--- config.mk ---
export PLATFORM = sky130hd
export DESIGN_NAME = rscp_ctrl
export DESIGN_NICKNAME = d
export VERILOG_FILES = /design/src/rscp_pkg.sv /design/src/rscp_ctrl.sv
export SDC_FILE = /design/constraint.sdc
export NUM_CORES = 1
export LEC_CHECK = 0
export BUFFER_PORTS_ARGS = -buffer_cell sky130_fd_sc_hd__buf_2
export CELL_PAD_IN_SITES_DETAIL_PLACEMENT = 0
export CELL_PAD_IN_SITES_GLOBAL_PLACEMENT = 2
export CORE_MARGIN = 2
export CORE_UTILIZATION = 34
export CTS_CLUSTER_DIAMETER = 200
export DETAILED_ROUTE_END_ITERATION = 12
export GPL_TIMING_DRIVEN = 0
export PLACE_DENSITY_LB_ADDON = 0.1
export SYNTH_ARGS = -nofsm -noshare
export SYNTH_HDL_FRONTEND = slang
export SYNTH_SLANG_ARGS = --single-unit
--- constraint.sdc ---
create_clock -name clk -period 3.45 [get_ports clk]
set_clock_uncertainty 0.05 [all_clocks]
set_input_delay 0.1725 -clock clk [delete_from_list [all_inputs] [get_ports clk]]
set_output_delay 0.1725 -clock clk [all_outputs]
set_load 0.005 [all_outputs]
--- src/rscp_pkg.sv ---
// Constants and types for the reset source controller.
// Assumes a 200 MHz peripheral clock and a 32-bit APB register port.
package rscp_pkg;

  // Register indices and byte addresses (index times four)
  localparam logic [7:0] RSCP_IDX_CAUSE = 8'h00;
  localparam logic [7:0] RSCP_IDX_SOFT = 8'h01;
  // Byte address is the index shifted up by two; derived so each offset lives once
  localparam logic [7:0] RSCP_ADDR_CAUSE = {RSCP_IDX_CAUSE[5:0], 2'b00};
  localparam logic [7:0] RSCP_ADDR_SOFT = {RSCP_IDX_SOFT[5:0], 2'b00};

  // Cause flag and trigger bit positions
  localparam int RSCP_BIT_POWER_UP = 0;
  localparam int RSCP_BIT_SUPPLY_DIP = 1;
  localparam int RSCP_BIT_PIN = 2;
  localparam int RSCP_BIT_WATCHDOG = 3;
  localparam int RSCP_BIT_SOFTWARE = 4;
  localparam int RSCP_BIT_DEBUG_PORT = 5;
  localparam int RSCP_BIT_TRIGGER = 0;

  // Reset values
  localparam logic [5:0] RSCP_CAUSE_RESET = 6'h01;
  localparam logic [2:0] RSCP_UNLOCK_RESET = 3'h0;

  // Protection window, in CPU instructions
  localparam logic [2:0] RSCP_UNLOCK_INSTR = 3'h4;

  // Timing, in their own units, and cycle counts
  localparam int RSCP_CLK_MHZ = 200;
  localparam int RSCP_INIT_US = 250;
  localparam int RSCP_SCAN_US_PER_KB = 500;
  localparam int RSCP_SUT_US_PER_STEP = 1000;
  localparam int RSCP_INIT_CYC = RSCP_INIT_US * RSCP_CLK_MHZ;
  localparam int RSCP_SCAN_CYC = RSCP_SCAN_US_PER_KB * RSCP_CLK_MHZ;
  localparam int RSCP_SUT_CYC = RSCP_SUT_US_PER_STEP * RSCP_CLK_MHZ;

  // Controller states, one-hot
  typedef enum logic [2:0] {
    RSCP_RUN = 3'b001,
    RSCP_HOLD = 3'b010,
    RSCP_INIT = 3'b100
  } rscp_state_t;

  // Reset scope outputs, each active high
  typedef struct packed {
    logic core;
    logic debug_port;
    logic timer_override;
    logic dip_cfg;
    logic fuse_reload;
  } rscp_scope_t;

  // Raw request sources, before synchronising
  typedef struct packed {
    logic debug_port_req;
    logic watchdog_req;
    logic pin_low;
    logic supply_dip_req;
  } rscp_src_t;

endpackage : rscp_pkg

--- src/rscp_ctrl.sv ---
// Reset source controller: merges six reset sources into scoped device resets.
// Assumes arst_n is the power-up reset and APB runs on the peripheral clock.
//
// Function
// - Always active; supply dip requests even if disabled
// - Cause flags record which source reset
// - After power-up only power-up flag set
// - Flags sticky, cleared by writing one
// - Power-up clears others, sets own flag
// - Power-up resets all, reloads fuses
// - Supply-dip reset spares dip cfg, fuses
// - Supply-dip detector forced on when unused
// - Trigger write starts reset until done
// - Software reset spares debug, timer, dip
// - Pin holds reset while low, enabled
// - Pin reset spares debug, timer, dip
// - Watchdog reset spares debug, timer, dip
// - Debug reset spares debug, timer, dip
// - Initialization time plus startup delay setting; power-up reset loads INIT_CYC alone
// - Boot scan adds time per kilobyte; not after power-up reset
// - Operates in active and sleep modes
// - Soft reset write needs key window
// - Trigger bit always reads zero
// - No other flag before boot completes
`timescale 1ns/1ps

module rscp_ctrl #(
  parameter int INIT_CYC = rscp_pkg::RSCP_INIT_CYC,
  parameter int SCAN_CYC = rscp_pkg::RSCP_SCAN_CYC,
  parameter int SUT_CYC = rscp_pkg::RSCP_SUT_CYC,
  parameter int SUT_W = 3,
  parameter int SCAN_KB_W = 4
) (
  input wire logic clk,
  input wire logic arst_n,
  // APB slave
  input wire logic psel,
  input wire logic penable,
  input wire logic pwrite,
  input wire logic [7:0] paddr,
  input wire logic [31:0] pwdata,
  output logic [31:0] prdata,
  output logic pready,
  output logic pslverr,
  // Reset sources, asynchronous to clk
  input wire rscp_pkg::rscp_src_t src_raw,
  // Fuse and software enables
  input wire logic pin_reset_enable,
  input wire logic watchdog_enable,
  input wire logic debug_port_enable,
  input wire logic supply_dip_enable,
  input wire logic [SUT_W-1:0] startup_delay_setting,
  input wire logic boot_scan_source,
  input wire logic [SCAN_KB_W-1:0] boot_scan_kb,
  // Protection unlock: key written, and one pulse per CPU instruction
  input wire logic io_register_key,
  input wire logic cpu_instr_step,
  // Scoped resets and status
  output rscp_pkg::rscp_scope_t scope,
  output logic in_reset,
  output logic supply_dip_force_on
);
  import rscp_pkg::*;

  // Elaboration-time check of counts
  if (INIT_CYC < 1 || SCAN_CYC < 1 || SUT_CYC < 1 || SUT_W < 1 || SCAN_KB_W < 1) begin : g_chk
    $error("rscp_ctrl: counts and widths must be at least one");
  end

  localparam int NSRC = 4;

  // Agreement filter decision, used for every source
  function automatic logic agree_next(input logic cur, input logic s2, input logic s3);
    agree_next = (s2 == s3) ? s3 : cur;
  endfunction : agree_next

  logic [NSRC-1:0] raw_vec;
  logic [NSRC-1:0] sync1_q;
  logic [NSRC-1:0] sync2_q;
  logic [NSRC-1:0] sync3_q;
  logic [NSRC-1:0] clean_q; // Filtered source levels
  assign raw_vec = src_raw;

  // Three-stage synchronisers; first stage feeds only the second
  genvar gi;
  for (gi = 0; gi < NSRC; gi++) begin : g_sync
    always_ff @(posedge clk or negedge arst_n) begin
      if (!arst_n) begin
        sync1_q[gi] <= 1'b0;
        sync2_q[gi] <= 1'b0;
        sync3_q[gi] <= 1'b0;
        clean_q[gi] <= 1'b0;
      end else begin
        sync1_q[gi] <= raw_vec[gi];
        sync2_q[gi] <= sync1_q[gi];
        sync3_q[gi] <= sync2_q[gi];
        clean_q[gi] <= agree_next(clean_q[gi], sync2_q[gi], sync3_q[gi]);
      end
    end
  end

  // Source requests gated by their enables, except supply dip
  logic dip_req;
  logic pin_req;
  logic wdog_req;
  logic dbg_req;
  logic soft_req;
  assign dip_req = clean_q[0];
  assign pin_req = clean_q[1] & pin_reset_enable;
  assign wdog_req = clean_q[2] & watchdog_enable;
  assign dbg_req = clean_q[3] & debug_port_enable;

  // APB decode
  logic setup;
  logic access;
  logic hit_cause;
  logic hit_soft;
  logic wr_cause;
  logic wr_soft;
  assign setup = psel & ~penable;
  assign access = psel & penable & pready;
  assign hit_cause = (paddr == RSCP_ADDR_CAUSE);
  assign hit_soft = (paddr == RSCP_ADDR_SOFT);
  assign wr_cause = access & pwrite & hit_cause;
  assign wr_soft = access & pwrite & hit_soft;

  // Protection window counter
  logic [2:0] unlock_q; // Instructions left in the window
  always_ff @(posedge clk or negedge arst_n) begin
    if (!arst_n) begin
      unlock_q <= RSCP_UNLOCK_RESET;
    end else if (io_register_key) begin
      unlock_q <= RSCP_UNLOCK_INSTR;
    end else if (cpu_instr_step && unlock_q != 3'h0) begin
      unlock_q <= unlock_q - 3'h1;
    end
  end

  // Accepted trigger write; locked writes are silently dropped
  assign soft_req = wr_soft & pwdata[RSCP_BIT_TRIGGER] & (unlock_q != 3'h0);

  // Controller state
  rscp_state_t state_q;
  logic [31:0] cnt_q; // Initialization cycles left
  logic boot_done_q; // First full boot has finished
  logic any_req;
  logic [31:0] init_len;
  assign any_req = dip_req | pin_req | wdog_req | dbg_req | soft_req;

  // Initialization length: base, startup steps, optional scan
  always_comb begin
    init_len = 32'(INIT_CYC) + 32'(startup_delay_setting) * 32'(SUT_CYC);
    if (boot_scan_source) begin
      init_len = init_len + 32'(boot_scan_kb) * 32'(SCAN_CYC);
    end
  end

  // No sleep input exists: this never pauses in any mode
  always_ff @(posedge clk or negedge arst_n) begin
    if (!arst_n) begin
      state_q <= RSCP_INIT;
      cnt_q <= 32'(INIT_CYC);
    end else begin
      unique case (state_q)
        RSCP_RUN: begin
          if (any_req) begin
            state_q <= RSCP_HOLD;
          end
        end
        RSCP_HOLD: begin
          // Pin low keeps us here; soft pulse leaves at once
          if (!(dip_req | pin_req | wdog_req | dbg_req)) begin
            state_q <= RSCP_INIT;
            cnt_q <= init_len;
          end
        end
        RSCP_INIT: begin
          if (dip_req | pin_req | wdog_req | dbg_req) begin
            state_q <= RSCP_HOLD; // Source came back; restart
          end else if (cnt_q <= 32'h1) begin
            state_q <= RSCP_RUN;
          end else begin
            cnt_q <= cnt_q - 32'h1;
          end
        end
        default: begin
          state_q <= RSCP_INIT;
          cnt_q <= 32'(INIT_CYC);
        end
      endcase
    end
  end

  // Boot completion marker, gates later flags
  always_ff @(posedge clk or negedge arst_n) begin
    if (!arst_n) begin
      boot_done_q <= 1'b0;
    end else if (state_q == RSCP_RUN) begin
      boot_done_q <= 1'b1;
    end
  end

  // Scope accumulation while in reset
  rscp_scope_t scope_q;
  rscp_scope_t scope_hit;
  always_comb begin
    scope_hit = '0;
    if (dip_req) begin
      scope_hit.core = 1'b1;
      scope_hit.debug_port = 1'b1;
      scope_hit.timer_override = 1'b1;
    end
    if (pin_req | wdog_req | dbg_req | soft_req) begin
      scope_hit.core = 1'b1;
    end
  end

  // Scope register: power-up sets everything, run clears it
  always_ff @(posedge clk or negedge arst_n) begin
    if (!arst_n) begin
      scope_q <= '1;
    end else if (state_q == RSCP_RUN && !any_req) begin
      scope_q <= '0;
    end else begin
      scope_q <= scope_q | scope_hit; // Wider scope wins when sources overlap
    end
  end

  // Cause flags: set wins over write-one clear
  logic [5:0] cause_q;
  logic [5:0] cause_set;
  logic [5:0] cause_clr;
  always_comb begin
    cause_set = '0;
    cause_set[RSCP_BIT_SUPPLY_DIP] = dip_req;
    cause_set[RSCP_BIT_PIN] = pin_req;
    cause_set[RSCP_BIT_WATCHDOG] = wdog_req;
    cause_set[RSCP_BIT_SOFTWARE] = soft_req;
    cause_set[RSCP_BIT_DEBUG_PORT] = dbg_req;
    if (!boot_done_q) begin
      cause_set = '0;
    end
    cause_clr = wr_cause ? pwdata[5:0] : 6'h00;
  end

  always_ff @(posedge clk or negedge arst_n) begin
    if (!arst_n) begin
      cause_q <= RSCP_CAUSE_RESET;
    end else begin
      cause_q <= (cause_q & ~cause_clr) | cause_set;
    end
  end

  // APB answer: ready in the first access cycle, no wait states
  logic pready_q;
  logic pslverr_q;
  logic [31:0] prdata_q;
  always_ff @(posedge clk or negedge arst_n) begin
    if (!arst_n) begin
      pready_q <= 1'b0;
      pslverr_q <= 1'b0;
      prdata_q <= 32'h0000_0000;
    end else begin
      pready_q <= setup;
      pslverr_q <= setup & ~(hit_cause | hit_soft);
      if (setup && hit_cause) begin
        prdata_q <= {26'h000_0000, cause_q};
      end else begin
        prdata_q <= 32'h0000_0000;
      end
    end
  end

  // Status outputs
  logic in_reset_q;
  logic force_q;
  always_ff @(posedge clk or negedge arst_n) begin
    if (!arst_n) begin
      in_reset_q <= 1'b1;
      force_q <= 1'b1;
    end else begin
      in_reset_q <= (state_q != RSCP_RUN) | any_req;
      force_q <= ~supply_dip_enable;
    end
  end

  assign pready = pready_q;
  assign pslverr = pslverr_q;
  assign prdata = prdata_q;
  assign scope = scope_q;
  assign in_reset = in_reset_q;
  assign supply_dip_force_on = force_q;

endmodule : rscp_ctrl

==> impl_metrics.prom, run 1 <==
# TYPE chip_impl_metric gauge
chip_impl_metric{name="timing.max_cap.violations",unit=""} 0
chip_impl_metric{name="die_w",unit="um"} 131.0
chip_impl_metric{name="ys_types",unit=""} 74
chip_impl_metric{name="die_area",unit="um^2"} 17150
chip_impl_info{name="dominantRegCellSynth",value="sky130_fd_sc_hd__dfrtp_1"} 1
chip_impl_metric{name="cts.sinks",unit=""} 75
chip_impl_metric{name="power-per-cell-area",unit="nW/um^2"} 601.3
chip_impl_metric{name="clkLatencyLatePin",unit="ns"} 0.34
chip_impl_info{name="crit-reg2reg-launch",value="cnt_q[0]"} 1
chip_impl_metric{name="critPathRequiredTime",unit="ns"} 3.61
chip_impl_metric{name="vias_per_cell",unit=""} 4.978
chip_impl_info{name="grt_setup_unrepaired",value="true"} 1
chip_impl_metric{name="initial_core_util",unit="%"} 34.62
chip_impl_info{name="reg2reg_to",value="cnt_q[28]"} 1
chip_impl_metric{name="multi_input_comb_area",unit="um^2"} 3523
chip_impl_metric{name="num_rows",unit=""} 46
chip_impl_info{name="run_status",value="finished with violations"} 1
chip_impl_metric{name="synth_area",unit="um^2"} 5480
chip_impl_metric{name="final-setup-viol-count",unit=""} 3
chip_impl_metric{name="placedInstanceArea",unit="um^2"} 6252
chip_impl_info{name="endpoint",value="cnt_q[21]"} 1
chip_impl_info{name="hold_removal_path_class",value="in2reg"} 1
chip_impl_metric{name="total_of_flip_flops_plus_latches_after_synthesis",unit=""} 75
chip_impl_metric{name="yosysWarnings",unit=""} 0
chip_impl_metric{name="drt_iter0_markers",unit=""} 261
chip_impl_metric{name="share_of_the_clock_period_used_by_the_worst_path_after_layout",unit="%"} 103.0
chip_impl_metric{name="power.ir.vdd_worst",unit="mV"} 0.2340
chip_impl_metric{name="grt.overflow.total",unit=""} 0
chip_impl_metric{name="finalMaxSlewViolations",unit=""} 0
chip_impl_metric{name="synth_async_sr_flop_share",unit="%"} 100.0
chip_impl_metric{name="clock_tree.htree_level_count",unit=""} 3
chip_impl_metric{name="tightestPinTransition",unit="ns"} 0.6711
chip_impl_metric{name="ctsLongestPathBuffers",unit=""} 2
chip_impl_metric{name="area_growth",unit="%"} 26.71
chip_impl_metric{name="via_count_of_the_first_global_routing_pass",unit=""} 4597
chip_impl_metric{name="synthesis.area_per_instance",unit="um^2"} 9.043
chip_impl_info{name="hold_path_startpoint",value="pin_reset_enable"} 1
chip_impl_metric{name="slew_headroom",unit="%"} 54.92
chip_impl_metric{name="synth-edff-count",unit=""} 0
chip_impl_metric{name="grt_first_pass_wirelength",unit="um"} 23870
chip_impl_metric{name="num-nets-final",unit=""} 830
chip_impl_info{name="cts_tree",value="yes"} 1
chip_impl_metric{name="n_antenna_cell",unit=""} 0
chip_impl_metric{name="postSynthCellCount",unit=""} 606
chip_impl_info{name="worstSetupStartpointType",value="primary input"} 1
chip_impl_metric{name="ant_nets",unit=""} 0
chip_impl_metric{name="via_count",unit=""} 4679
chip_impl_metric{name="power.leakage",unit="nW"} 3.102
chip_impl_metric{name="fin_total_pwr",unit="mW"} 4.176
chip_impl_metric{name="drcViolationCount",unit=""} 0
chip_impl_metric{name="fill_cells",unit=""} 1578
chip_impl_metric{name="path_max_fanout",unit=""} 5
chip_impl_metric{name="die-height",unit="um"} 131.0
chip_impl_info{name="failing_checks",value="setup timing"} 1
chip_impl_metric{name="totalWireLength",unit="um"} 14500
chip_impl_metric{name="antenna_found_initial",unit=""} 0
chip_impl_metric{name="stdcell_area",unit="um^2"} 6944
chip_impl_metric{name="grt_util_all_layers",unit="%"} 17.91
chip_impl_info{name="worstSetupStartpoint",value="boot_scan_kb[1]"} 1
chip_impl_metric{name="regArea",unit="um^2"} 1894
chip_impl_metric{name="routedWlPerCell",unit="um"} 15.43
chip_impl_metric{name="placement.io_buffers",unit=""} 51
chip_impl_metric{name="finalWorstPathRequiredPeriod",unit="ns"} 3.555
chip_impl_metric{name="grt_max_degree",unit=""} 54
chip_impl_metric{name="cts_made_buffers",unit=""} 9
chip_impl_metric{name="ioPinCount",unit=""} 104
chip_impl_metric{name="max_freq",unit="MHz"} 281.3
chip_impl_metric{name="worst_setup_hold_path_clk_slew",unit="ns"} 0.06
chip_impl_info{name="clock-root-buffer",value="sky130_fd_sc_hd__clkbuf_16"} 1
chip_impl_metric{name="layout-drive-gt1-share",unit="%"} 26.24
chip_impl_metric{name="finalWeightedCongestion",unit=""} 0.8237
chip_impl_metric{name="design.core.area",unit="um^2"} 15830
chip_impl_info{name="worst_setup_path_end_kind",value="register"} 1
chip_impl_metric{name="ys_seq_area_share",unit="%"} 34.57
chip_impl_metric{name="worst_slack",unit="ns"} -0.1048
chip_impl_metric{name="dpl_worst_slack",unit="ns"} -0.7204
chip_impl_metric{name="timing.final.hold_violations",unit=""} 0
chip_impl_metric{name="detailedRoute.firstPassIterationCount",unit=""} 4
chip_impl_metric{name="critical_path_arrival",unit="ns"} 3.72
chip_impl_info{name="setup.worst_path.class",value="in2reg"} 1
chip_impl_metric{name="post-dp-hpwl",unit="um"} 10990
chip_impl_metric{name="ff2ff_setup_slack",unit="ns"} 0.47
chip_impl_metric{name="worstRegToRegCells",unit=""} 10
chip_impl_metric{name="final_core_utilization",unit="%"} 43.87
-- logic make-up after synthesis --
family / count (synthesis) / synth area share (%)
adder cells (fa/ha/maj): 52 / 11.83
AO/OA/AOI/OAI: 162 / 19.22
flip-flops: 75 / 34.57
XOR/XNOR: 44 / 7.306
AND/OR/NAND/NOR: 199 / 18.61
buffers and inverters: 67 / 7.283
multiplexers: 6 / 1.119
other: 1 / 0.06843
-- metrics by stage --
step | cells | setup TNS [ns] | hold slack, ns
2_1_floorplan | 631 | -0.2767 | -0.1731
3_3_place_gp | 898 | -4.252 | 0.2323
3_5_place_dp | 899 | -4.401 | 0.05380
4_1_cts | 939 | -0.7025 | 0.03107
5_1_grt | 940 | -1.320 | 0.03416
6_report | 940 | -0.2208 | 0.04866
-- routing by layer --
layer | up-vias | GRT usage [%] | share of wire (%)
li1 | 2368 | - | -
met1 | 2237 | 23.73 | 47
met2 | 63 | 30.30 | 50
met3 | 11 | 2.647 | 2.3
met4 | 0 | 5.382 | 1.1
met5 | - | 0 | 0
-- synth_stat cells (5+ instances only) --
cell | number | area [um^2]
sky130_fd_sc_hd__o21a_1 | 9 | 67.56
sky130_fd_sc_hd__ha_1 | 47 | 588.1
sky130_fd_sc_hd__o211ai_1 | 7 | 52.55
sky130_fd_sc_hd__nand2_1 | 41 | 153.9
sky130_fd_sc_hd__nand3_1 | 9 | 45.04
sky130_fd_sc_hd__o21ai_0 | 50 | 250.2
sky130_fd_sc_hd__clkbuf_1 | 8 | 30.03
sky130_fd_sc_hd__a21o_1 | 9 | 67.56
sky130_fd_sc_hd__nor2_1 | 54 | 202.7
sky130_fd_sc_hd__xnor2_1 | 32 | 280.3
sky130_fd_sc_hd__nor4_1 | 8 | 50.05
sky130_fd_sc_hd__inv_1 | 19 | 71.32
sky130_fd_sc_hd__buf_4 | 28 | 210.2
sky130_fd_sc_hd__nor3_1 | 27 | 135.1
sky130_fd_sc_hd__a21oi_1 | 29 | 145.1
sky130_fd_sc_hd__mux2i_1 | 5 | 50.05
sky130_fd_sc_hd__nand2b_1 | 11 | 68.82
sky130_fd_sc_hd__dfrtp_1 | 61 | 1526
sky130_fd_sc_hd__dfstp_2 | 14 | 367.9
sky130_fd_sc_hd__nor2b_1 | 5 | 31.28
sky130_fd_sc_hd__and3_1 | 5 | 31.28
sky130_fd_sc_hd__and2_1 | 10 | 62.56
sky130_fd_sc_hd__buf_6 | 5 | 56.30
sky130_fd_sc_hd__a31oi_1 | 11 | 68.82
sky130_fd_sc_hd__xor2_1 | 11 | 96.34
-- how the worst min path moves through the flow --
stage             endpoint  slack [ns]  cells after the start
2_1_floorplan  boot_done_q       -0.17                      0
5_1_grt         cause_q[2]        0.03                      2
3_3_place_gp    sync1_q[0]        0.23                      1
3_5_place_dp   unlock_q[2]        0.05                      1
4_1_cts         cause_q[2]        0.03                      2
6_report        cause_q[2]        0.05                      2
-- power by group --
group          internal, mW  total, mW  switching, mW
logic                 0.797       1.94           1.15
registers              1.04       1.18          0.146
clock network         0.646       1.05          0.403
-- worst max-delay path: stages --
cell                       delay, ns
sky130_fd_sc_hd__buf_12         0.11
sky130_fd_sc_hd__ha_4           0.15
sky130_fd_sc_hd__xor2_1         0.14
sky130_fd_sc_hd__ha_2           0.16
sky130_fd_sc_hd__a21o_1         0.18
sky130_fd_sc_hd__ha_4           0.24
sky130_fd_sc_hd__a31oi_4        0.13
sky130_fd_sc_hd__nor2b_1        0.06
sky130_fd_sc_hd__o21a_1         0.18
sky130_fd_sc_hd__o21a_1         0.19
sky130_fd_sc_hd__o21a_1         0.21
sky130_fd_sc_hd__a31oi_1        0.19
sky130_fd_sc_hd__nand2b_4       0.17
sky130_fd_sc_hd__xnor2_2        0.13
sky130_fd_sc_hd__ha_1           0.28
sky130_fd_sc_hd__a21o_1         0.19
sky130_fd_sc_hd__a21oi_1        0.14
sky130_fd_sc_hd__nor2_1         0.06
sky130_fd_sc_hd__a22oi_2        0.17
sky130_fd_sc_hd__o22ai_1        0.10
sky130_fd_sc_hd__a311oi_1       0.24
sky130_fd_sc_hd__o21ai_1        0.11
-- what timing repair did --
item | 4_1_cts | 5_1_grt
hold buffers | 9 | 0
buffers inserted | 15 | 1
setup endpoints to repair | 7 | 9
hold endpoints to repair | 32 | 0
pin swaps | 33 | 22
gates resized for setup | 23 | 15
-- sequential cells by signal, indices dropped and copies added (netlist names), 3 cells and up --
name and count:
cause_q 6, clean_q 3, cnt_q 32, prdata 6, scope 4, state_q 3, sync1_q 4, sync2_q 4
sync3_q 4, unlock_q 3
-- cell usage in the layout (no fill, tap or decap), types with 9 or more instances in the layout --
master	synthesis	layout
sky130_fd_sc_hd__a21o_1	9	9
sky130_fd_sc_hd__a21oi_1	29	24
sky130_fd_sc_hd__a31oi_1	11	9
sky130_fd_sc_hd__and2_1	10	10
sky130_fd_sc_hd__buf_2	4	50
sky130_fd_sc_hd__buf_4	28	46
sky130_fd_sc_hd__clkbuf_16	0	9
sky130_fd_sc_hd__conb_1	1	26
sky130_fd_sc_hd__dfrtp_1	61	61
sky130_fd_sc_hd__dfstp_2	14	14
sky130_fd_sc_hd__dlygate4sd3_1	0	9
sky130_fd_sc_hd__ha_1	47	38
sky130_fd_sc_hd__inv_1	19	17
sky130_fd_sc_hd__nand2_1	41	41
sky130_fd_sc_hd__nand2b_1	11	10
sky130_fd_sc_hd__nor2_1	54	52
sky130_fd_sc_hd__nor3_1	27	26
sky130_fd_sc_hd__o21a_1	9	9
sky130_fd_sc_hd__o21ai_0	50	45
sky130_fd_sc_hd__xnor2_1	32	28
sky130_fd_sc_hd__xor2_1	11	11
-- final cells by class --
cell class	count	share of cell area [%]
Multi-Input combinational cell	489	50.74
Sequential cell	75	27.28
Timing Repair Buffer	77	7.568
Buffer	47	4.667
Tap cell	216	3.892
Clock buffer	9	3.243
Clock inverter	7	1.532
Inverter	20	1.081
Power figures use the tool's default switching activity.
==> inputs of run 2 (changes only) <==
SKIP_LAST_GASP = 1   (was default)
==> impl_metrics.prom, run 2 (synthesis results as in run 1) <==
# TYPE chip_impl_metric gauge
chip_impl_metric{name="finalWorstPathRequiredPeriod",unit="ns"} 3.555
chip_impl_info{name="failing_checks",value="setup timing"} 1
chip_impl_metric{name="power-per-cell-area",unit="nW/um^2"} 601.6
chip_impl_metric{name="ioPinCount",unit=""} 104
chip_impl_metric{name="die_area",unit="um^2"} 17150
chip_impl_metric{name="design.core.area",unit="um^2"} 15830
chip_impl_metric{name="share_of_the_clock_period_used_by_the_worst_path_after_layout",unit="%"} 103.1
chip_impl_metric{name="grt_max_degree",unit=""} 54
chip_impl_info{name="worstSetupStartpointType",value="primary input"} 1
chip_impl_metric{name="ctsLongestPathBuffers",unit=""} 2
chip_impl_metric{name="power.leakage",unit="nW"} 3.098
chip_impl_metric{name="clkLatencyLatePin",unit="ns"} 0.34
chip_impl_info{name="grt_setup_unrepaired",value="true"} 1
chip_impl_metric{name="finalHoldWorstSlack",unit="ns"} 0.04862
chip_impl_metric{name="critical_path_arrival",unit="ns"} 3.72
chip_impl_metric{name="timing.final.hold_violations",unit=""} 0
chip_impl_metric{name="vias_per_cell",unit=""} 4.991
chip_impl_metric{name="placement.io_buffers",unit=""} 51
chip_impl_metric{name="num-nets-final",unit=""} 830
chip_impl_metric{name="worst_slack",unit="ns"} -0.1054
chip_impl_metric{name="power.ir.vdd_worst",unit="mV"} 0.2341
chip_impl_metric{name="cts.sinks",unit=""} 75
chip_impl_info{name="hold_removal_path_class",value="in2reg"} 1
chip_impl_info{name="setup.worst_path.class",value="in2reg"} 1
chip_impl_metric{name="totalWireLength",unit="um"} 14490
chip_impl_metric{name="fill_cells",unit=""} 1578
chip_impl_metric{name="routedWlPerCell",unit="um"} 15.41
chip_impl_info{name="cts_tree",value="yes"} 1
chip_impl_metric{name="global_route.usage.met2",unit="%"} 30.30
chip_impl_info{name="max_flop_register",value="cnt_q"} 1
chip_impl_metric{name="finalWeightedCongestion",unit=""} 0.8237
chip_impl_metric{name="layout-drive-gt1-share",unit="%"} 26.10
chip_impl_metric{name="via_count_of_the_first_global_routing_pass",unit=""} 4597
chip_impl_metric{name="number_of_non_filler_instances_in_the_completed_layout",unit=""} 940
chip_impl_metric{name="final-setup-viol-count",unit=""} 4
chip_impl_metric{name="initial_core_util",unit="%"} 34.62
chip_impl_metric{name="slew_headroom",unit="%"} 54.92
chip_impl_metric{name="grtUsageMet3",unit="%"} 2.647
chip_impl_metric{name="finalMaxSlewViolations",unit=""} 0
chip_impl_metric{name="die_w",unit="um"} 131.0
chip_impl_info{name="run_status",value="finished with violations"} 1
chip_impl_metric{name="number_of_instances_in_the_placed_design",unit=""} 899
chip_impl_metric{name="worst_setup_hold_path_clk_slew",unit="ns"} 0.06
chip_impl_metric{name="num_rows",unit=""} 46
chip_impl_metric{name="post-dp-hpwl",unit="um"} 10990
chip_impl_metric{name="n_antenna_cell",unit=""} 0
chip_impl_info{name="worst_setup_path_end_kind",value="register"} 1
chip_impl_metric{name="detailedRoute.firstPassIterationCount",unit=""} 4
chip_impl_info{name="clock-root-buffer",value="sky130_fd_sc_hd__clkbuf_16"} 1
chip_impl_metric{name="path_max_fanout",unit=""} 5
chip_impl_metric{name="timing.max_cap.violations",unit=""} 0
chip_impl_metric{name="use_met1",unit="%"} 23.73
chip_impl_metric{name="critPathRequiredTime",unit="ns"} 3.61
chip_impl_metric{name="drcViolationCount",unit=""} 0
chip_impl_metric{name="area_growth",unit="%"} 26.58
chip_impl_info{name="commonest_non_fill_non_tap_cell_in_the_layout",value="sky130_fd_sc_hd__dfrtp_1"} 1
chip_impl_metric{name="max_freq",unit="MHz"} 281.3
chip_impl_metric{name="tightestPinTransition",unit="ns"} 0.6711
chip_impl_metric{name="largest_register_ffs",unit=""} 32
chip_impl_info{name="grt.busiest_layer",value="met2"} 1
chip_impl_metric{name="cts_made_buffers",unit=""} 9
chip_impl_metric{name="grt.overflow.total",unit=""} 0
chip_impl_metric{name="via_count",unit=""} 4692
chip_impl_metric{name="die-height",unit="um"} 131.0
chip_impl_metric{name="grt_util_all_layers",unit="%"} 17.91
chip_impl_info{name="layout.cells.most_common_list",value="61 x sky130_fd_sc_hd__dfrtp_1, 52 x sky130_fd_sc_hd__nor2_1, 50 x sky130_fd_sc_hd__buf_2"} 1
chip_impl_metric{name="ant_nets",unit=""} 0
chip_impl_metric{name="antenna_found_initial",unit=""} 0
chip_impl_metric{name="grt_first_pass_wirelength",unit="um"} 23870
chip_impl_metric{name="clock_tree.htree_level_count",unit=""} 3
chip_impl_metric{name="drt_iter0_markers",unit=""} 223
## run 2: cell type report
type,count,area [um^2],area share (%)
multi-input cells,489,3516,50.69
flip-flops and latches,75,1894,27.31
repair buffers,77,525.5,7.576
plain buffers,47,324.1,4.672
well taps,216,270.3,3.896
clock buffers,9,225.2,3.247
clock inverters,7,106.4,1.533
inverters,20,75.07,1.082
## run 2: metal layers
layer,share of wire [%],routed length [um],vias up
li1,-,-,2369
met1,47,6842,2254
met2,49,7165,59
met3,2.2,322,10
met4,1.1,157,0
met5,0,0,-
## run 2: per-stage QoR
stage	setup TNS, ns	area (um^2)	total power [mW]	utilization (%)	setup WS, ns
after floorplan	-0.2767	5697	2.505	-	-0.1370
after global placement	-4.252	6222	3.007	39.31	-0.6595
after detailed placement	-4.401	6252	3.021	39.50	-0.7204
after CTS	-0.7025	6873	4.177	43.42	-0.2005
after global routing	-1.313	6937	4.489	43.83	-0.2802
final	-0.2250	6937	4.173	43.83	-0.1054
## run 2: worst max-delay path, cell delays in order
cell and delay [ns]:
sky130_fd_sc_hd__buf_12 0.11, sky130_fd_sc_hd__ha_4 0.15, sky130_fd_sc_hd__xor2_1 0.14, sky130_fd_sc_hd__ha_2 0.16
sky130_fd_sc_hd__a21o_1 0.18, sky130_fd_sc_hd__ha_4 0.24, sky130_fd_sc_hd__a31oi_4 0.13, sky130_fd_sc_hd__nor2b_1 0.06
sky130_fd_sc_hd__o21a_1 0.18, sky130_fd_sc_hd__o21a_1 0.19, sky130_fd_sc_hd__o21a_1 0.21, sky130_fd_sc_hd__a31oi_1 0.19
sky130_fd_sc_hd__nand2b_4 0.17, sky130_fd_sc_hd__xnor2_2 0.13, sky130_fd_sc_hd__ha_1 0.28, sky130_fd_sc_hd__a21o_1 0.19
sky130_fd_sc_hd__a21oi_1 0.14, sky130_fd_sc_hd__nor2_1 0.06, sky130_fd_sc_hd__a22oi_2 0.18, sky130_fd_sc_hd__o22ai_1 0.10
sky130_fd_sc_hd__a311oi_1 0.24, sky130_fd_sc_hd__o21ai_1 0.11
## run 2: path summary, 6_finish.rpt
kind,from,end,slack [ns],depth (start not counted)
hold / removal,pin_reset_enable,cause_q[2],0.05,2
hold reg to reg,sync1_q[0],sync2_q[0],0.30,0
min in group asynchronous,arst_n,cnt_q[3],0.24,2
setup reg to reg,state_q[2],cnt_q[28],0.47,8
max in group asynchronous,arst_n,cnt_q[14],2.49,3
setup / recovery,boot_scan_kb[1],cnt_q[21],-0.11,22
## run 2: power breakdown
group          switching (mW)  internal (mW)  leakage (nW)  total (mW)
registers               0.146           1.04         0.920        1.18
clock network           0.404          0.646         0.163        1.05
logic                    1.15          0.794          2.02        1.94
total                    1.70           2.48          3.10        4.17
## run 2: repair_timing
item	CTS	global route
buffers inserted	15	1
cloned	0	0
pin swaps	33	22
setup endpoints to repair	7	9
hold endpoints to repair	32	0
resized for setup	23	14
hold buffers	9	0
